==> src/hdl/crs_defines.svh <==
`ifndef CRS_DEFINES_SVH
`define CRS_DEFINES_SVH

// ********************************
// Command port offsets
// ********************************
`define CRS_OFF_CMD     12'h000
`define CRS_OFF_OPND    12'h004
`define CRS_OFF_ACC     12'h008
`define CRS_OFF_IDX     12'h00c
`define CRS_OFF_SP      12'h010
`define CRS_OFF_PC      12'h014
`define CRS_OFF_FLAGS   12'h018
`define CRS_OFF_STAT    12'h01c

// ********************************
// Reset values and vectors
// ********************************
`define CRS_SP_RST      16'h00ff
`define CRS_H_RST       8'h00
`define CRS_FLAGS_RST   8'h68
`define CRS_VEC_HI_ADR  16'hfffe
`define CRS_VEC_LO_ADR  16'hffff
`define CRS_RSP_LOW     8'hff
`define CRS_IRQ_FRAME   16'h0005

// ********************************
// Flag field positions
// ********************************
`define CRS_FLG_V       7
`define CRS_FLG_H       4
`define CRS_FLG_I       3
`define CRS_FLG_N       2
`define CRS_FLG_Z       1
`define CRS_FLG_C       0
`define CRS_FLG_ONES    8'h60

`endif

==> src/hdl/crs_pkg.sv <==
package crs_pkg;

  typedef enum logic [4:0] {
    OP_NOP, OP_LDA, OP_STA, OP_LDHX, OP_STHX, OP_ADD, OP_ADC, OP_SUB,
    OP_DAA, OP_CLRX, OP_INCX, OP_DECX, OP_COMX, OP_NEGX, OP_LSRX, OP_ROLX,
    OP_TAX, OP_TXA, OP_TAP, OP_TPA, OP_AIS, OP_RSP, OP_SEI, OP_CLI,
    OP_JMP, OP_BRA, OP_FETCH, OP_INTR, OP_IXINC
  } crs_op_t;

  typedef enum logic [1:0] {
    ST_VREQ, ST_VHI, ST_VLO, ST_RUN
  } crs_state_t;

endpackage

==> src/hdl/crs_core_regs.sv <==
// Contract
// - Registers reached only by operations; code also maps them for direct command port reads
// - Accumulator 8-bit ALU operand, reset-free
// - Index pointer is upper:lower byte
// - Lower index byte usable as data
// - Reset clears upper index byte only
// - Stack pointer marks next free slot
// - Stack add uses sign-extended immediate
// - Stack pointer resets to 0x00ff
// - Stack reset touches low byte only
// - Counter increments on fetch, else loads
// - Reset loads counter from top vector
// - Flag bits 6 and 5 read one
// - Bit 7 flags signed overflow
// - Bit 4 carries bit 3 to 4
// - Decimal adjust uses half and carry
// - Bit 3 set blocks interrupts
// - Entry sets mask after stacking
// - No interrupt right after mask clear
// - Bit 2 is result sign
// - Bit 1 flags zero result
// - Bit 0 carry, borrow, shift out
`timescale 1ns/1ns
`include "crs_defines.svh"

module crs_core_regs (
  input  wire logic        clk,
  input  wire logic        resetn,
  input  wire logic        psel,
  input  wire logic        penable,
  input  wire logic        pwrite,
  input  wire logic [11:0] paddr,
  input  wire logic [31:0] pwdata,
  output logic      [31:0] prdata,
  output logic             pready,
  output logic             pslverr,
  input  wire logic        irq_req,
  output logic      [15:0] mem_addr,
  output logic             mem_rd,
  input  wire logic [7:0]  mem_rdata,
  output logic      [15:0] ix_pointer,
  output logic      [15:0] stack_pointer,
  output logic      [15:0] program_counter,
  output logic             irq_accept
);
  import crs_pkg::*;

  // ********************************
  // Reset release and pin sync
  // ********************************
  logic rst_meta_q;
  logic rstn_q;
  logic irq_meta_q;
  logic irq_sync_q;

  always_ff @(posedge clk or negedge resetn) begin
    if (!resetn) begin
      rst_meta_q <= 1'b0;
      rstn_q     <= 1'b0;
    end else begin
      rst_meta_q <= 1'b1;
      rstn_q     <= rst_meta_q;
    end
  end

  always_ff @(posedge clk or negedge rstn_q) begin
    if (!rstn_q) begin
      irq_meta_q <= 1'b0;
      irq_sync_q <= 1'b0;
    end else begin
      irq_meta_q <= irq_req;
      irq_sync_q <= irq_meta_q;
    end
  end

  // ********************************
  // State
  // ********************************
  crs_state_t  state_q;
  logic [7:0]  acc_q;
  logic [7:0]  x_q;
  logic [7:0]  h_q;
  logic [15:0] sp_q;
  logic [15:0] pc_q;
  logic [7:0]  flags_q;
  logic [15:0] opnd_q;
  logic [7:0]  vec_hi_q;
  logic        block_q;
  logic        irq_accept_q;
  logic [15:0] mem_addr_q;
  logic        mem_rd_q;

  // ********************************
  // Command port decode
  // ********************************
  wire logic        apb_acc;
  wire logic        apb_wr;
  wire logic        hit_cmd;
  wire logic        mapped;
  wire logic        run;
  wire logic        exec;
  wire crs_op_t     op;
  wire logic [7:0]  imm;
  wire logic [15:0] hx;
  wire logic [15:0] imm_sext;
  wire logic [15:0] hx_inc;

  assign apb_acc  = psel & penable;
  assign apb_wr   = apb_acc & pwrite;
  assign hit_cmd  = (paddr == `CRS_OFF_CMD);
  assign mapped   = hit_cmd | (paddr == `CRS_OFF_OPND) | (paddr == `CRS_OFF_ACC) |
                    (paddr == `CRS_OFF_IDX) | (paddr == `CRS_OFF_SP) |
                    (paddr == `CRS_OFF_PC) | (paddr == `CRS_OFF_FLAGS) |
                    (paddr == `CRS_OFF_STAT);
  assign run      = (state_q == ST_RUN);
  assign exec     = apb_wr & hit_cmd & run;
  assign op       = crs_op_t'(pwdata[4:0]);
  assign imm      = opnd_q[7:0];
  assign hx       = {h_q, x_q};
  assign imm_sext = {{8{imm[7]}}, imm};
  assign hx_inc   = hx + 16'h0001;

  assign pready  = 1'b1;
  assign pslverr = apb_acc & (!mapped | (pwrite & hit_cmd & !run));

  always_comb begin
    prdata = 32'h0000_0000;
    case (paddr)
      `CRS_OFF_OPND:  prdata = {16'h0000, opnd_q};
      `CRS_OFF_ACC:   prdata = {24'h00_0000, acc_q};
      `CRS_OFF_IDX:   prdata = {16'h0000, hx};
      `CRS_OFF_SP:    prdata = {16'h0000, sp_q};
      `CRS_OFF_PC:    prdata = {16'h0000, pc_q};
      `CRS_OFF_FLAGS: prdata = {24'h00_0000, flags_q};
      `CRS_OFF_STAT:  prdata = {28'h000_0000, state_q, block_q, irq_accept_q};
      default:        prdata = 32'h0000_0000;
    endcase
  end

  // ********************************
  // Datapath units
  // ********************************
  wire logic [7:0]  alu_res;
  wire logic        alu_wr_a;
  wire logic        alu_wr_x;
  wire logic [7:0]  alu_flags;
  wire logic [15:0] sp_next;

  crs_alu u_alu (
    .op      (op),
    .acc     (acc_q),
    .xr      (x_q),
    .imm     (imm),
    .flags   (flags_q),
    .res     (alu_res),
    .wr_a    (alu_wr_a),
    .wr_x    (alu_wr_x),
    .flags_d (alu_flags)
  );

  crs_spu u_spu (
    .op   (op),
    .sp_q (sp_q),
    .imm  (imm),
    .sp_d (sp_next)
  );

  // ********************************
  // Flag next value
  // ********************************
  logic [7:0] flags_d;

  always_comb begin
    flags_d = alu_flags;
    if (op == OP_LDHX || op == OP_STHX) begin
      flags_d[`CRS_FLG_N] = (op == OP_LDHX) ? opnd_q[15] : hx[15];
      flags_d[`CRS_FLG_Z] = (op == OP_LDHX) ? (opnd_q == 16'h0000) : (hx == 16'h0000);
      flags_d[`CRS_FLG_V] = 1'b0;
    end
    flags_d = flags_d | `CRS_FLG_ONES;
  end

  // ********************************
  // Data registers, no reset
  // ********************************
  // Reset leaves accumulator
  always_ff @(posedge clk) begin
    if (exec && alu_wr_a) begin
      acc_q <= alu_res;
    end
  end

  always_ff @(posedge clk) begin
    if (exec && op == OP_LDHX) begin
      x_q <= opnd_q[7:0];
    end else if (exec && op == OP_IXINC) begin
      x_q <= x_q + 8'h01;
    end else if (exec && alu_wr_x) begin
      x_q <= alu_res;
    end
  end

  // ********************************
  // Control registers
  // ********************************
  always_ff @(posedge clk or negedge rstn_q) begin
    if (!rstn_q) begin
      h_q <= `CRS_H_RST;
      sp_q    <= `CRS_SP_RST;
      flags_q <= `CRS_FLAGS_RST;
      opnd_q  <= 16'h0000;
    end else begin
      if (apb_wr && paddr == `CRS_OFF_OPND) begin
        opnd_q <= pwdata[15:0];
      end
      if (exec && op == OP_LDHX) begin
        h_q <= opnd_q[15:8];
      end else if (exec && op == OP_IXINC) begin
        h_q <= hx_inc[15:8];
      end
      if (exec) begin
        sp_q    <= sp_next;
        flags_q <= flags_d;
      end
    end
  end

  always_ff @(posedge clk or negedge rstn_q) begin
    if (!rstn_q) begin
      state_q    <= ST_VREQ;
      mem_addr_q <= `CRS_VEC_HI_ADR;
      mem_rd_q   <= 1'b1;
      vec_hi_q   <= 8'h00;
      pc_q       <= 16'h0000;
    end else begin
      case (state_q)
        ST_VREQ: begin
          mem_addr_q <= `CRS_VEC_LO_ADR;
          state_q    <= ST_VHI;
        end
        ST_VHI: begin
          vec_hi_q <= mem_rdata;
          mem_rd_q <= 1'b0;
          state_q  <= ST_VLO;
        end
        ST_VLO: begin
          pc_q    <= {vec_hi_q, mem_rdata};
          state_q <= ST_RUN;
        end
        ST_RUN: begin
          if (exec && op == OP_FETCH) begin
            pc_q <= pc_q + 16'h0001;
          end else if (exec && (op == OP_JMP || op == OP_INTR)) begin
            pc_q <= opnd_q;
          end else if (exec && op == OP_BRA) begin
            pc_q <= pc_q + imm_sext;
          end
        end
        default: state_q <= ST_VREQ;
      endcase
    end
  end

  // ********************************
  // Interrupt gate
  // ********************************
  wire logic mask_cleared;
  wire logic irq_ok;

  assign mask_cleared = exec & flags_q[`CRS_FLG_I] & !flags_d[`CRS_FLG_I];
  assign irq_ok = irq_sync_q & run & !flags_q[`CRS_FLG_I] & !block_q;

  always_ff @(posedge clk or negedge rstn_q) begin
    if (!rstn_q) begin
      block_q      <= 1'b0;
      irq_accept_q <= 1'b0;
    end else begin
      if (mask_cleared) begin
        block_q <= 1'b1;
      end else if (exec) begin
        block_q <= 1'b0;
      end
      irq_accept_q <= irq_ok;
    end
  end

  assign mem_addr        = mem_addr_q;
  assign mem_rd          = mem_rd_q;
  assign ix_pointer      = hx;
  assign stack_pointer   = sp_q;
  assign program_counter = pc_q;
  assign irq_accept      = irq_accept_q;

  // ********************************
  // Checks
  // ********************************
  a_reset_values: assert property (@(posedge clk)
    $rose(rstn_q) |-> (h_q == 8'h00) && (sp_q == 16'h00ff))
    else $error("Upper index or stack pointer wrong after reset");

  a_fixed_ones: assert property (@(posedge clk) disable iff (!rstn_q)
    flags_q[6:5] == 2'b11)
    else $error("Fixed flag bits not one");

  a_stack_add: assert property (@(posedge clk) disable iff (!rstn_q)
    exec && op == OP_AIS |=> sp_q == $past(sp_q) + {{8{$past(opnd_q[7])}}, $past(opnd_q[7:0])})
    else $error("Stack add not sign extended");

  a_stack_reset: assert property (@(posedge clk) disable iff (!rstn_q)
    exec && op == OP_RSP |=> (sp_q[15:8] == $past(sp_q[15:8])) && (sp_q[7:0] == 8'hff))
    else $error("Stack reset changed high byte");

  a_mask_blocks: assert property (@(posedge clk) disable iff (!rstn_q)
    flags_q[3] |=> !irq_accept_q)
    else $error("Interrupt accepted while masked");

  a_clear_shadow: assert property (@(posedge clk) disable iff (!rstn_q)
    mask_cleared |=> !irq_accept_q [*2])
    else $error("Interrupt accepted right after mask clear");

  a_fetch_step: assert property (@(posedge clk) disable iff (!rstn_q)
    exec && op == OP_FETCH |=> pc_q == $past(pc_q) + 16'h0001)
    else $error("Counter did not step on fetch");

  a_vector_load: assert property (@(posedge clk) disable iff (!rstn_q)
    $rose(rstn_q) ##0 (state_q == ST_VREQ) |-> ##3 (state_q == ST_RUN))
    else $error("Vector sequence length wrong");

  a_half_carry: assert property (@(posedge clk) disable iff (!rstn_q)
    exec && op == OP_ADD |=>
      flags_q[4] == (({1'b0, $past(acc_q[3:0])} + {1'b0, $past(opnd_q[3:0])}) >= 5'h10))
    else $error("Half carry wrong after add");

  a_entry_mask: assert property (@(posedge clk) disable iff (!rstn_q)
    exec && op == OP_INTR |=> flags_q[3] && (sp_q == $past(sp_q) - 16'h0005))
    else $error("Entry did not stack and mask");

endmodule

==> src/hdl/crs_spu.sv <==
`timescale 1ns/1ns
`include "crs_defines.svh"

module crs_spu (
  input  crs_pkg::crs_op_t op,
  input  wire logic [15:0] sp_q,
  input  wire logic [7:0]  imm,
  output logic      [15:0] sp_d
);
  import crs_pkg::*;

  wire logic [15:0] imm_sext;
  wire logic [15:0] sp_ais;
  wire logic [15:0] sp_rsp;
  wire logic [15:0] sp_intr;

  assign imm_sext = {{8{imm[7]}}, imm};
  assign sp_ais   = sp_q + imm_sext;
  assign sp_rsp   = {sp_q[15:8], `CRS_RSP_LOW};
  assign sp_intr  = sp_q - `CRS_IRQ_FRAME;

  assign sp_d = (op == OP_AIS)  ? sp_ais :
                (op == OP_RSP)  ? sp_rsp :
                (op == OP_INTR) ? sp_intr : sp_q;

endmodule

==> src/hdl/crs_alu.sv <==
`timescale 1ns/1ns
`include "crs_defines.svh"

module crs_alu (
  input  crs_pkg::crs_op_t op,
  input  wire logic [7:0]  acc,
  input  wire logic [7:0]  xr,
  input  wire logic [7:0]  imm,
  input  wire logic [7:0]  flags,
  output logic      [7:0]  res,
  output logic             wr_a,
  output logic             wr_x,
  output logic      [7:0]  flags_d
);
  import crs_pkg::*;

  function automatic logic [7:0] nz(input logic [7:0] f, input logic [7:0] r);
    nz = f;
    nz[`CRS_FLG_N] = r[7];
    nz[`CRS_FLG_Z] = (r == 8'h00);
  endfunction

  wire logic       cin;
  wire logic [8:0] sum9;
  wire logic [4:0] half5;
  wire logic [8:0] dif9;
  wire logic       daa_lo;
  wire logic       daa_hi;
  wire logic [7:0] daa_res;

  assign cin     = (op == OP_ADC) ? flags[`CRS_FLG_C] : 1'b0;
  assign sum9    = {1'b0, acc} + {1'b0, imm} + {8'h00, cin};
  assign half5   = {1'b0, acc[3:0]} + {1'b0, imm[3:0]} + {4'h0, cin};
  assign dif9    = {1'b0, acc} - {1'b0, imm};
  assign daa_lo  = flags[`CRS_FLG_H] | (acc[3:0] > 4'h9);
  assign daa_hi  = flags[`CRS_FLG_C] | (acc > 8'h99);
  assign daa_res = acc + {daa_hi ? 4'h6 : 4'h0, daa_lo ? 4'h6 : 4'h0};

  always_comb begin
    res     = acc;
    wr_a    = 1'b0;
    wr_x    = 1'b0;
    flags_d = flags;
    case (op)
      OP_LDA, OP_STA: begin
        res  = (op == OP_LDA) ? imm : acc;
        wr_a = (op == OP_LDA);
        flags_d = nz(flags, res);
        flags_d[`CRS_FLG_V] = 1'b0;
      end
      OP_ADD, OP_ADC: begin
        res  = sum9[7:0];
        wr_a = 1'b1;
        flags_d = nz(flags, res);
        flags_d[`CRS_FLG_H] = half5[4];
        flags_d[`CRS_FLG_V] = (acc[7] == imm[7]) && (res[7] != acc[7]);
        flags_d[`CRS_FLG_C] = sum9[8];
      end
      OP_SUB: begin
        res  = dif9[7:0];
        wr_a = 1'b1;
        flags_d = nz(flags, res);
        flags_d[`CRS_FLG_V] = (acc[7] != imm[7]) && (res[7] != acc[7]);
        flags_d[`CRS_FLG_C] = dif9[8];
      end
      OP_DAA: begin
        res  = daa_res;
        wr_a = 1'b1;
        flags_d = nz(flags, res);
        flags_d[`CRS_FLG_C] = flags[`CRS_FLG_C] | daa_hi;
      end
      OP_CLRX, OP_INCX, OP_DECX, OP_COMX, OP_NEGX, OP_LSRX, OP_ROLX: begin
        wr_x = 1'b1;
        case (op)
          OP_CLRX: res = 8'h00;
          OP_INCX: res = xr + 8'h01;
          OP_DECX: res = xr - 8'h01;
          OP_COMX: res = ~xr;
          OP_NEGX: res = 8'h00 - xr;
          OP_LSRX: res = {1'b0, xr[7:1]};
          OP_ROLX: res = {xr[6:0], flags[`CRS_FLG_C]};
          default: res = xr;
        endcase
        flags_d = nz(flags, res);
        case (op)
          OP_INCX: flags_d[`CRS_FLG_V] = (xr == 8'h7f);
          OP_DECX: flags_d[`CRS_FLG_V] = (xr == 8'h80);
          OP_NEGX: flags_d[`CRS_FLG_V] = (xr == 8'h80);
          OP_LSRX: flags_d[`CRS_FLG_V] = xr[0];
          OP_ROLX: flags_d[`CRS_FLG_V] = res[7] ^ xr[7];
          default: flags_d[`CRS_FLG_V] = 1'b0;
        endcase
        case (op)
          OP_COMX: flags_d[`CRS_FLG_C] = 1'b1;
          OP_NEGX: flags_d[`CRS_FLG_C] = (res != 8'h00);
          OP_LSRX: flags_d[`CRS_FLG_C] = xr[0];
          OP_ROLX: flags_d[`CRS_FLG_C] = xr[7];
          default: flags_d[`CRS_FLG_C] = flags[`CRS_FLG_C];
        endcase
      end
      OP_TAX: begin
        res  = acc;
        wr_x = 1'b1;
      end
      OP_TXA: begin
        res  = xr;
        wr_a = 1'b1;
      end
      OP_TAP: flags_d = acc;
      OP_TPA: begin
        res  = flags;
        wr_a = 1'b1;
      end
      OP_SEI, OP_INTR: flags_d[`CRS_FLG_I] = 1'b1;
      OP_CLI: flags_d[`CRS_FLG_I] = 1'b0;
      default: res = acc;
    endcase
  end

endmodule

==> config.mk <==
export PLATFORM = sky130hd
export DESIGN_NAME = crs_core_regs
export DESIGN_NICKNAME = d
export VERILOG_FILES = /design/src/hdl/crs_pkg.sv /design/src/hdl/crs_core_regs.sv /design/src/hdl/crs_spu.sv /design/src/hdl/crs_alu.sv
export VERILOG_INCLUDE_DIRS = /design/src /design/src/hdl
export SDC_FILE = /design/constraint.sdc
export NUM_CORES = 1
export LEC_CHECK = 0
export BUFFER_PORTS_ARGS = -buffer_cell sky130_fd_sc_hd__buf_2
export CAP_MARGIN = 25
export CORE_MARGIN = 2
export CORE_UTILIZATION = 60
export DETAILED_ROUTE_END_ITERATION = 16
export HOLD_SLACK_MARGIN = 0.03
export PLACE_DENSITY = 0.84
export REMOVE_ABC_BUFFERS = 1
export SKIP_CTS_REPAIR_TIMING = 1
export SYNTH_ARGS = -nofsm -noshare
export SYNTH_HDL_FRONTEND = slang
export SYNTH_SLANG_ARGS = --single-unit
==> constraint.sdc <==
create_clock -name clk -period 7.6 [get_ports clk]
set_clock_uncertainty 0.05 [all_clocks]
set_input_delay 0 -clock clk [delete_from_list [all_inputs] [get_ports clk]]
set_output_delay 0 -clock clk [all_outputs]
set_load 0.02 [all_outputs]
==> After elaboration in Yosys (flattened, before gate mapping) <==
Index checks and enable logic that the tools add are counted.
{ "totals": {"input_bits": 58, "reg_bits": 96} }
{ "classes": {"magnitude_cmp": 2, "bitwise_logic": 28, "n_addsub": 14, "n_eq_ne": 47, "reduce_logical": 52, "muxes": 34} }
{ "ops": {"columns": ["op", "count"], "rows": [
  ["one-hot mux 16 bit (7 select lines)", 1],
  ["one-hot mux 8 bit (7 select lines)", 2],
  ["two-way mux 16 bit", 6],
  ["equality test 5 bit (second input constant)", 13],
  ["two-way mux 8 bit", 7],
  ["equality test 12 x 5 -> 1 bit (second input constant)", 4],
  ["equality test 5 x 4 -> 1 bit (second input constant)", 8],
  ["zero test 8 bit", 5],
  ["adder 16 x 1 -> 16 bit (second input constant)", 2],
  ["adder 16 bit", 2],
  ["zero test 16 bit", 2],
  ["one-hot mux 16 bit (2 select lines)", 1],
  ["equality test 12 x 4 -> 1 bit (second input constant)", 2],
  ["equality test 5 x 3 -> 1 bit (second input constant)", 4],
  ["one-hot mux 4 bit (5 select lines)", 1],
  ["one-hot mux 3 bit (6 select lines)", 1],
  ["subtractor 16 x 3 -> 16 bit (second input constant)", 1],
  ["AND 1 bit", 12],
  ["equality test 12 x 3 -> 1 bit (second input constant)", 1],
  ["zero test 12 bit", 1],
  ["OR 1 bit", 11],
  ["equality test 5 x 2 -> 1 bit (second input constant)", 2],
  ["logical AND 1 bit", 10],
  ["nonzero test 2 bit", 5],
  ["47 further kinds", 73]
]} }

==> Depth between registers and ports, before layout <==
Gate-level depths: netlist of the first run.
{ "depth": {"depth_word": 11, "ltp_mapped": 15} }

==> Hierarchy <==
A second synthesis of the first run with hierarchy kept.
{ "unflattened": {"hier_cells": 1280, "hier_area_um2": 10631.4} }
{ "by_module_without_submodules": {"columns": ["module", "cells_per_inst", "area_each_um2", "instances"], "rows": [
  ["crs_core_regs", 661, 6434.9, 1],
  ["crs_alu", 440, 2960.3, 1],
  ["crs_spu", 179, 1236.2, 1]
]} }

==> Worst setup path before layout of the first run <==
OpenSTA, ideal clock, no wires.
{ "synth_path": {"kind": "input-to-reg", "from": "input port pwdata[3]", "to": "register x_q[7], data pin", "required_time_ps": 7289, "stages": 14, "path_buffers": 3, "setup_slack_ps": 4236, "t_arrival_ps": 3053, "setup_time_ps": 261, "cell_sequence": "clkbuf_1 -> clkbuf_1 -> buf_1 -> nor2_1 -> nand3_1 -> fa_1 -> o21bai_1 -> a2111oi_0 -> o21bai_1 -> a21o_1 -> xnor2_1 -> and2_1 -> or3_4 -> a221o_1"} }
{ "synth_via": {"elab_chain_cells": 7} }
{ "synth_lines": {"columns": ["element", "line", "text"], "rows": [
  ["start: declaration", "crs_core_regs.sv:33", "input wire logic [31:0] pwdata,"],
  ["equality test 5 x 3 -> 1 bit / equality test 5 x 4 -> 1 bit (equally long branches)", "crs_alu.sv:31, crs_alu.sv:44, crs_alu.sv:74", null],
  ["two-way mux 1 bit / one-hot mux 8 bit (7 select lines) (equally long branches)", "crs_alu.sv:31, crs_alu.sv:74", null],
  ["adder 9 x 1 -> 9 bit / two-way mux 8 bit (equally long branches)", "crs_alu.sv:32, crs_alu.sv:44", null],
  ["one-hot mux 8 bit (7 select lines) *", "crs_alu.sv:44", "case (op)"],
  ["net alu_res[7]", "crs_core_regs.sv:143", "wire logic [7:0] alu_res;"],
  ["two-way mux 8 bit *", "crs_core_regs.sv:198", "end else if (exec && alu_wr_x) begin"],
  ["two-way mux 8 bit *", "crs_core_regs.sv:196", "end else if (exec && op == OP_IXINC) begin"],
  ["two-way mux 8 bit *", "crs_core_regs.sv:194", "if (exec && op == OP_LDHX) begin"],
  ["end signal: assignment", "crs_core_regs.sv:195", "x_q <= opnd_q[7:0];"],
  ["end signal: assignment", "crs_core_regs.sv:197", "x_q <= x_q + 8'h01;"],
  ["end signal: assignment", "crs_core_regs.sv:199", "x_q <= alu_res;"],
  ["end: declaration", "crs_core_regs.sv:81", "logic [7:0] x_q;"]
]} }
The timed path passes the listed nets; every way through them passes the cells marked *. The select of a mux whose other input is x is not followed.
A chain may end at the register's enable or synchronous reset.

==> Worst setup path in the final report of the first run <==
{ "layout_path": {"from": "register opnd_q[4]", "to": "register x_q[7], data pin"} }
{ "layout_via": {"elab_chain_cells": 6} }
{ "layout_lines": {"columns": ["element", "line", "text"], "rows": [
  ["start: declaration", "crs_core_regs.sv:86", "logic [15:0] opnd_q;"],
  ["start signal: assignment", "crs_core_regs.sv:214", "opnd_q <= pwdata[15:0];"],
  ["adder 8 x 8 -> 9 bit", "crs_alu.sv:32", "assign sum9 = {1'b0, acc} + {1'b0, imm} + {8'h00, cin};"],
  ["adder 9 x 1 -> 9 bit", "crs_alu.sv:32", null],
  ["one-hot mux 8 bit (7 select lines) *", "crs_alu.sv:44", null],
  ["net alu_res[7]", "crs_core_regs.sv:143", null],
  ["two-way mux 8 bit *", "crs_core_regs.sv:198", null],
  ["two-way mux 8 bit *", "crs_core_regs.sv:196", null],
  ["two-way mux 8 bit *", "crs_core_regs.sv:194", null]
]} }
Marked as above.

==> impl_metrics.py, run 1 <==
metrics = {
    "critical_path": {
        "cp-end-kind": "register",
        "endpoint": "x_q[7]",
        "r2r_start": "opnd_q[4]",
        "cp-start-kind": "register",
        "r2r_slack_ns": 3.46,
        "worstPathCellList": "inv_1 > ha_1 > nor3_1 > a2111oi_0 > o21bai_1 > a21o_1 > xnor2_1 > and2_1 > or3_4 > a221o_1",
        "worstPathRequired_ns": 7.67,
        "reg2regPathDepth": 10,
        "arrival_ns": 4.22,
        "crit_slowest_cell": "a2111oi_0",
        "critPathMaxStageDelay_ns": 0.83,
        "path_max_fanout": 10,
        "crit_start": "opnd_q[4]",
        "crit_type": "register to register",
        "r2r-end": "x_q[7]",
    },
    "sta": {
        "setup_viol": 0,
        "drv_slew": 0,
        "worst_pin_slew_ns": 1.07,
        "fin_tns_setup_ns": 0,
        "timing.final.crit_share_pct": 54.5,
        "finalHoldViolCount": 0,
        "slew_headroom_pct": 28.6,
        "clock.fmax_mhz": 241,
        "period_minus_slack_ns": 4.14,
        "rsz0062_at_grt": "no",
    },
    "yosys": {
        "syn-cell-area_sq_mm": 0.00993,
        "synth_area_leaders": "dfrtp_1 18%, ha_1 7.3%, edfxtp_1 4.8%",
        "synth-compound-area-share_pct": 26.1,
        "netlist_instances": 1239,
        "synth_xor_area_share_pct": 5.64,
        "synth_top_family_by_area": "compound AO/OA/AOI/OAI gates",
        "synth_mux_area_share_pct": 5.47,
        "ys_types": 82,
        "avgSynthCellArea_sq_um": 8.02,
        "synth_edf_count": 16,
        "synth-adder-area-share_pct": 8.51,
        "yosys.area.top_type_share_pct": 17.6,
        "synthSimpleGateAreaFrac_pct": 22.5,
        "yosys.area.top_type": "dfrtp_1",
        "synth_seq_cells": 96,
        "synth-warning-count": 0,
        "synth_ff_type": "dfrtp_1",
        "synth_async_sr_flop_share_pct": 83.3,
        "yosysSeqAreaShare_pct": 25.1,
    },
    "placed_design": {
        "placed_cells": 1505,
        "portBuffers": 109,
        "dp_hpwl_mm": 25.3,
        "gp_congestion": 1.02,
    },
    "detailed_routing": {
        "top_layer_used": "met4",
        "antenna_left": 0,
        "drt_wl_total_mm": 35.6,
        "wl_met3_mm": 3.89,
        "drt-met1-wl_mm": 13.6,
        "vias": 10788,
        "post-route-drc-count": 0,
        "wl_met2_mm": 15.6,
        "routed_via_density": 6.99,
        "drt_iter0_markers": 1414,
        "post_drt_wl_per_cell_microns": 23.1,
        "dr.pass1.iters": 6,
    },
    "final_layout": {
        "register_area_sq_mm": 0.00250,
        "final_nets": 1440,
        "multiInputGateArea_sq_mm": 0.00690,
        "layout-drive-gt1-share_pct": 13.8,
        "layout.cells.non_filler": 1544,
        "synthToLayoutAreaGrowth_pct": 10.3,
        "fillCellCount": 1349,
    },
    "run": {
        "max_cap_violations": 0,
    },
    "clock_tree": {
        "cts_tree": "yes",
        "clock_sinks": 96,
        "cts_max_level": 3,
        "cts.path.max_buffers": 2,
        "clkTransAtPathRegs_ns": 0.08,
        "clk_latency_ns": 0.37,
        "cts_made_buffers": 9,
        "cts-root-buf": "clkbuf_16",
    },
    "power_and_ir_drop": {
        "pwr_density_cell_mw_per_mm2": 115,
        "peakVddDrop_v": 0.0000952,
        "fin_total_pwr_mw": 1.26,
        "leakage_nw": 4.69,
    },
    "global_route": {
        "gr-usage-all-layers_pct": 39.4,
        "grt_pass1_wl_mm": 54.5,
        "antenna_found_initial": 0,
        "overflow": 0,
        "grt_max_degree": 55,
        "first_global_vias": 9868,
    },
    "die": {
        "ios": 158,
        "die_h_microns": 133,
        "core-area_sq_mm": 0.0164,
        "rows": 47,
        "fp.dieW_microns": 133,
        "die_area_sq_mm": 0.0176,
        "initial_core_util_pct": 60.5,
    },
    "run_status": {
        "status": "finished, final reports clean",
    },
    "hold_path": {
        "hp-class": "input port to register",
    },
}
layout by cell type (no fill, tap or decap), types with 13 or more instances in the layout:
master,n
mux2i_1,25
nor2_1,115
and3_1,26
o22ai_1,16
nor2b_1,18
nand2b_1,14
xor2_1,17
dfrtp_1,69
nand3_1,31
ha_1,58
o211ai_1,16
a221o_1,23
nand2_1,104
inv_1,38
o21ai_0,83
mux2_2,24
a31oi_1,16
conb_1,33
a21oi_1,76
buf_2,109
xnor2_1,47
edfxtp_1,16
or3_1,20
nor3_1,36
o31ai_1,16
a211oi_1,13
dlygate4sd3_1,22
a221oi_1,15
registers in the layout, indices dropped and copies added (netlist names), 2 cells and up:
register / cells
flags_q: 6
program_counter: 16
acc_q: 8
h_q: 8
stack_pointer: 16
opnd_q: 16
vec_hi_q: 8
x_q: 8
state_q: 2
area by class of cell:
| class | count | area share (%) |
|---|---|---|
| flip-flops and latches | 96 | 22.8 |
| clock buffers | 9 | 2.06 |
| well taps | 220 | 2.51 |
| clock inverters | 7 | 0.754 |
| diodes | 1 | 0.0228 |
| multi-input cells | 1033 | 63.0 |
| repair buffers | 139 | 7.54 |
| inverters | 39 | 1.34 |
power by group:
group,total [mW],switching [mW],internal [mW]
registers,0.549,0.0171,0.532
logic,0.219,0.137,0.0818
clock network,0.493,0.231,0.262
total,1.26,0.385,0.876
Yosys cell counts (13+ instances only):
| cell | count |
|---|---|
| inv_1 | 38 |
| a31oi_1 | 16 |
| o211ai_1 | 16 |
| o21ai_0 | 83 |
| a21oi_1 | 76 |
| a211oi_1 | 13 |
| and3_1 | 26 |
| edfxtp_1 | 16 |
| or3_1 | 20 |
| nand3_1 | 31 |
| o31ai_1 | 16 |
| a221o_1 | 23 |
| a221oi_1 | 15 |
| buf_4 | 32 |
| xor2_1 | 17 |
| nand2b_1 | 14 |
| xnor2_1 | 47 |
| nor2b_1 | 18 |
| nor3_1 | 36 |
| dfrtp_1 | 70 |
| nor2_1 | 115 |
| mux2i_1 | 25 |
| mux2_2 | 24 |
| nand2_1 | 104 |
| o22ai_1 | 16 |
| ha_1 | 58 |
| clkbuf_1 | 58 |
through the flow:
stage	instance area (sq um)	utilization, %	hold slack (ns)	setup WS, ns
2_1_floorplan	9540	-	-0.346	4.37
3_3_place_gp	10400	63.5	-0.264	3.66
3_5_place_dp	10400	63.5	-0.262	3.60
4_1_cts	10700	65.4	-0.655	3.58
5_1_grt	11000	66.8	0.172	3.37
6_report	11000	66.8	0.140	3.46
metal layers:
layer	global-route usage (%)	vias to the layer above
li1	-	4766
met1	51.6	5048
met2	61.2	781
met3	6.17	193
met4	24.6	0
met5	0	-
worst min path at each step:
stage	startpoint	to	cells after the start
2_1_floorplan	resetn	rst_meta_q	0
3_3_place_gp	resetn	rst_meta_q	1
3_5_place_dp	resetn	rst_meta_q	1
4_1_cts	resetn	rstn_q	1
5_1_grt	pwdata[4]	opnd_q[4]	3
6_report	pwdata[1]	opnd_q[1]	3
worst max-delay path, delay by kind of cell, from the launching register on:
family          cells  cell delay (ns)
xor+xnor            1             0.15
flops               1             0.65
buf+inv             1             0.27
simple gates        3             0.67
fa+ha+maj           1             0.55
compound gates      4             1.55
logic make-up after synthesis:
logic type      count (synthesis)
simple gates                  441
buf+inv                       141
flops                          96
mux                            50
other cells                     2
fa+ha+maj                      64
xor+xnor                       64
compound gates                381
Note: power is estimated with default switching activity, not from simulation.
==> inputs of run 2 (changes only) <==
CORE_UTILIZATION = 53   (was 60)
PLACE_DENSITY = 0.78   (was 0.84)
clock period = 3.5 ns   (was 7.6 ns; I/O delays follow)
==> run 2 against run 1 <==
Against the previous run: maximum frequency increased by 24%; non-clock buffer count up 67; count of clock-buffer cells in the layout stayed put; cell count grew 5.2%; worst setup slack lost 3.3 ns; clock power rose by 110%; cell area is 4.6% higher; global-route usage down 3.0 points; sequential share of layout area is 1.0 points lower; largest cell class unchanged.
==> impl_metrics.py, run 2 (synthesis gave the netlist of run 1 again) <==
metrics = {
    "final_layout": {
        "layout_common_cells": "115 x nor2_1, 109 x buf_2, 104 x nand2_1",
        "layout-drive-gt1-share_pct": 18.1,
        "final_nets": 1507,
        "synthToLayoutAreaGrowth_pct": 15.4,
        "fillCellCount": 1612,
        "multiInputGateArea_sq_mm": 0.00690,
        "final_common_cell": "nor2_1",
        "diodes": 0,
        "layout.cells.non_filler": 1624,
        "register_area_sq_mm": 0.00250,
    },
    "clock_tree": {
        "cts-root-buf": "clkbuf_16",
        "cts_max_level": 3,
        "clk_latency_ns": 0.37,
        "cts_tree": "yes",
        "clkTransAtPathRegs_ns": 0.08,
        "cts_made_buffers": 9,
        "cts.path.max_buffers": 2,
        "clock_sinks": 96,
    },
    "die": {
        "fp.dieW_microns": 141,
        "rows": 50,
        "initial_core_util_pct": 53.6,
        "die_h_microns": 141,
        "ios": 158,
        "core-area_sq_mm": 0.0185,
        "die_area_sq_mm": 0.0199,
    },
    "critical_path": {
        "path_max_fanout": 6,
        "path_buf_inv": 1,
        "worstPathCellList": "buf_4 > ha_1 > nor2b_1 > o21ai_0 > a21oi_1 > o41ai_1 > xnor2_1 > o21ai_0 > or3_4 > a221o_1",
        "crit_top_cell": "o21ai_0",
        "cp-start-kind": "register",
        "critPathMaxStageDelay_ns": 0.62,
        "cp-end-kind": "register",
        "crit_type": "register to register",
        "arrival_ns": 3.42,
        "worstPathRequired_ns": 3.57,
        "critPathTopFamily": "compound AO/OA/AOI/OAI gates",
        "crit_slowest_cell": "o41ai_1",
    },
    "global_route": {
        "grt_pass1_wl_mm": 56.2,
        "first_global_vias": 9984,
        "antenna_found_initial": 0,
        "overflow": 0,
        "gr-usage-all-layers_pct": 36.4,
        "grt_max_degree": 68,
    },
    "placed_design": {
        "portBuffers": 109,
        "dp_hpwl_mm": 27.5,
        "gp_congestion": 1.02,
        "placed_cells": 1586,
    },
    "detailed_routing": {
        "post-route-drc-count": 0,
        "post_drt_wl_per_cell_microns": 23.1,
        "vias": 11084,
        "drt_wl_total_mm": 37.4,
        "drt_iter0_markers": 1331,
        "dr.pass1.iters": 6,
        "antenna_left": 0,
        "routed_via_density": 6.83,
    },
    "sta": {
        "finalHoldViolCount": 0,
        "worst_pin_slew_ns": 0.959,
        "setup_viol": 0,
        "drv_slew": 0,
        "hold-worst-slack_ns": 0.135,
        "slew_headroom_pct": 36.1,
        "timing.final.crit_share_pct": 95.7,
        "rsz0062_at_grt": "no",
        "fin_tns_setup_ns": 0,
        "period_minus_slack_ns": 3.35,
        "clock.fmax_mhz": 298,
    },
    "run": {
        "max_cap_violations": 0,
    },
    "power_and_ir_drop": {
        "leakage_nw": 5.01,
        "pwr_density_cell_mw_per_mm2": 236,
        "peakVddDrop_v": 0.000249,
        "fin_total_pwr_mw": 2.71,
    },
    "run_status": {
        "status": "finished, final reports clean",
    },
    "hold_path": {
        "hp-class": "input port to register",
    },
}
-- run 2: metrics by stage --
| step | setup slack (ns) | area, sq um | util [%] |
|---|---|---|---|
| after floorplan | 0.275 | 9540 | - |
| after global placement | 0.0440 | 10900 | 59.1 |
| after detailed placement | 0.0546 | 10900 | 59.1 |
| after CTS | 0.0455 | 11200 | 60.7 |
| after global routing | 0.0557 | 11500 | 61.9 |
| final | 0.149 | 11500 | 61.9 |
-- run 2: final timing paths --
path,from,endpoint,slack (ns),cells after the start
worst max-delay path,acc_q[1],x_q[7],0.15,10
worst min-delay path,pwdata[4],opnd_q[4],0.13,4
worst max register to register,acc_q[1],x_q[7],0.15,10
worst min register to register,rst_meta_q,rstn_q,0.30,0
max in group asynchronous,rstn_q,irq_meta_q,2.20,1
min in group asynchronous,rstn_q,h_q[0],0.41,0
-- run 2: report_power, final --
part	switching (mW)	total, mW	internal (mW)
Combinational	0.294	0.486	0.192
Clock	0.523	1.02	0.499
Sequential	0.0435	1.20	1.15
-- run 2: cell type report --
class	instances	share of cell area, %
inverter	39	1.28
sequential	96	21.8
tap	234	2.55
multi-input combinational	1033	60.2
timing repair buffer	206	11.6
clock buffer	9	1.97
clock inverter	7	0.557
-- run 2: worst reg2reg max path: stages (launching register included) --
cell and delay, ns:
edfxtp_1 0.42, buf_4 0.19, ha_1 0.30, nor2b_1 0.13, o21ai_0 0.18, a21oi_1 0.14
o41ai_1 0.62, xnor2_1 0.24, o21ai_0 0.13, or3_4 0.37, a221o_1 0.33
-- run 2: per-layer routing --
layer | global-route usage, % | share of wire (%)
met5 | 0 | 0
met4 | 19.1 | 6.4
met3 | 7.30 | 11
met2 | 56.8 | 44
met1 | 48.0 | 38
==> inputs of run 3 (changes only) <==
CORE_ASPECT_RATIO = 1.2   (was default)
CORE_MARGIN = default   (was 2)
CORE_UTILIZATION = 33   (was 53)
PLACE_DENSITY = default   (was 0.78)
==> run 3 against run 2 <==
Against the previous run: cell area up 2.4%; clock power is essentially flat; combinational power is 7.0% higher; via count decreased by 2.9%; largest power group unchanged.
==> impl_metrics.py, run 3 (synthesis gave the netlist of run 1 again) <==
metrics = {
    "run_status": {
        "status": "finished, final reports clean",
    },
    "global_route": {
        "grt_max_degree": 39,
        "antenna_found_initial": 0,
        "first_global_vias": 9966,
        "grt_pass1_wl_mm": 60.7,
        "gr-usage-all-layers_pct": 26.0,
        "overflow": 0,
    },
    "final_layout": {
        "register_area_sq_mm": 0.00250,
        "final_nets": 1519,
        "layout-drive-gt1-share_pct": 18.7,
        "multiInputGateArea_sq_mm": 0.00690,
        "postLayoutCoreUtil_pct": 39.6,
        "fillCellCount": 3073,
        "stdcell_area_sq_mm": 0.0117,
        "diodes": 0,
        "layout_common_cells": "115 x nor2_1, 109 x buf_2, 104 x nand2_1",
        "synthToLayoutAreaGrowth_pct": 18.1,
        "final_common_cell": "nor2_1",
    },
    "critical_path": {
        "r2r_start": "acc_q[1]",
        "cp-end-kind": "register",
        "cp-start-kind": "register",
        "crit_start": "acc_q[1]",
        "worstPathRequired_ns": 3.58,
        "r2r_slack_ns": 0.14,
        "arrival_ns": 3.44,
        "path_max_fanout": 6,
        "reg2regPathDepth": 11,
        "r2r-end": "x_q[7]",
        "crit_type": "register to register",
    },
    "hold_path": {
        "hp-class": "input port to register",
        "hold_depth": 4,
        "worstHoldStart": "pwdata[4]",
        "hold-path-endpoint": "opnd_q[4]",
    },
    "sta": {
        "clock.fmax_mhz": 298,
        "worst_pin_slew_ns": 0.848,
        "drv_slew": 0,
        "rsz0062_at_grt": "no",
        "fin_tns_setup_ns": 0,
        "hold-worst-slack_ns": 0.139,
        "finalHoldViolCount": 0,
        "period_minus_slack_ns": 3.36,
        "setup_viol": 0,
        "timing.final.crit_share_pct": 96.0,
        "slew_headroom_pct": 43.3,
    },
    "clock_tree": {
        "clock_sinks": 96,
        "clkTransAtPathRegs_ns": 0.08,
        "cts_max_level": 3,
        "cts_tree": "yes",
        "clk_latency_ns": 0.37,
        "cts.path.max_buffers": 2,
        "cts-root-buf": "clkbuf_16",
        "cts_made_buffers": 9,
    },
    "detailed_routing": {
        "post-route-drc-count": 0,
        "dr.pass1.iters": 5,
        "post_drt_wl_per_cell_microns": 22.9,
        "antenna_left": 0,
        "drt_iter0_markers": 1059,
        "drt_wl_total_mm": 40.9,
        "vias": 10763,
        "routed_via_density": 6.01,
    },
    "die": {
        "ios": 158,
        "fp.dieW_microns": 160,
        "die_area_sq_mm": 0.0308,
        "die_h_microns": 192,
        "rows": 69,
        "core-area_sq_mm": 0.0296,
        "initial_core_util_pct": 33.5,
    },
    "placed_design": {
        "portBuffers": 109,
        "dp_hpwl_mm": 31.7,
        "gp_congestion": 0.990,
        "placed_area_sq_mm": 0.0112,
    },
    "power_and_ir_drop": {
        "peakVddDrop_v": 0.000232,
        "fin_total_pwr_mw": 2.71,
        "pwr_density_cell_mw_per_mm2": 231,
        "leakage_nw": 5.06,
    },
    "run": {
        "max_cap_violations": 0,
    },
}
==> run 3: report_power, final <==
part | leakage, nW | switching, mW | total [mW] | internal (mW)
combinational | 3.82 | 0.324 | 0.520 | 0.196
clock | 0.138 | 0.513 | 1.00 | 0.491
sequential | 1.10 | 0.0274 | 1.18 | 1.16
==> run 3: worst max path at each step <==
stage,end,slack (ns),cells past startpoint
global placement,x_q[7],0.08,11
detailed placement,x_q[7],0.13,11
global route,x_q[7],0.03,11
finish,x_q[7],0.14,11
CTS,x_q[7],0.11,11
floorplan,x_q[7],0.27,9
==> run 3: layout make-up <==
cell class,count,area share (%)
clock buffer,9,1.92
clock inverter,7,0.469
inverter,39,1.25
multi-input combinational,1033,58.8
sequential,96,21.3
tap,390,4.16
timing repair buffer,218,12.1
==> run 3: routing by layer <==
| metal | vias up | part of all wire (%) | global-route usage (%) | wire length (microns) |
|---|---|---|---|---|
| met1 | 5244 | 41 | 32.0 | 16600 |
| met3 | 109 | 6.0 | 3.28 | 2460 |
| met5 | - | 0 | 0 | 0 |
| met4 | 0 | 5.1 | 14.1 | 2080 |
| li1 | 4911 | - | - | - |
| met2 | 499 | 48 | 44.1 | 19800 |
==> run 3: critical path: stages (launching register included) <==
cell       delay [ns]
edfxtp_1         0.48
buf_4            0.21
ha_1             0.29
o21bai_1         0.09
a2111oi_1        0.45
buf_4            0.21
o21bai_1         0.06
a21o_1           0.22
xnor2_1          0.15
and2_1           0.18
or3_4            0.39
a221o_1          0.32
==> run 3: through the flow <==
stage / setup WS (ns) / std cells
global route: 0.0292 / 1792
detailed placement: 0.134 / 1754
global placement: 0.0792 / 1754
CTS: 0.106 / 1770
floorplan: 0.275 / 1168
finish: 0.139 / 1792
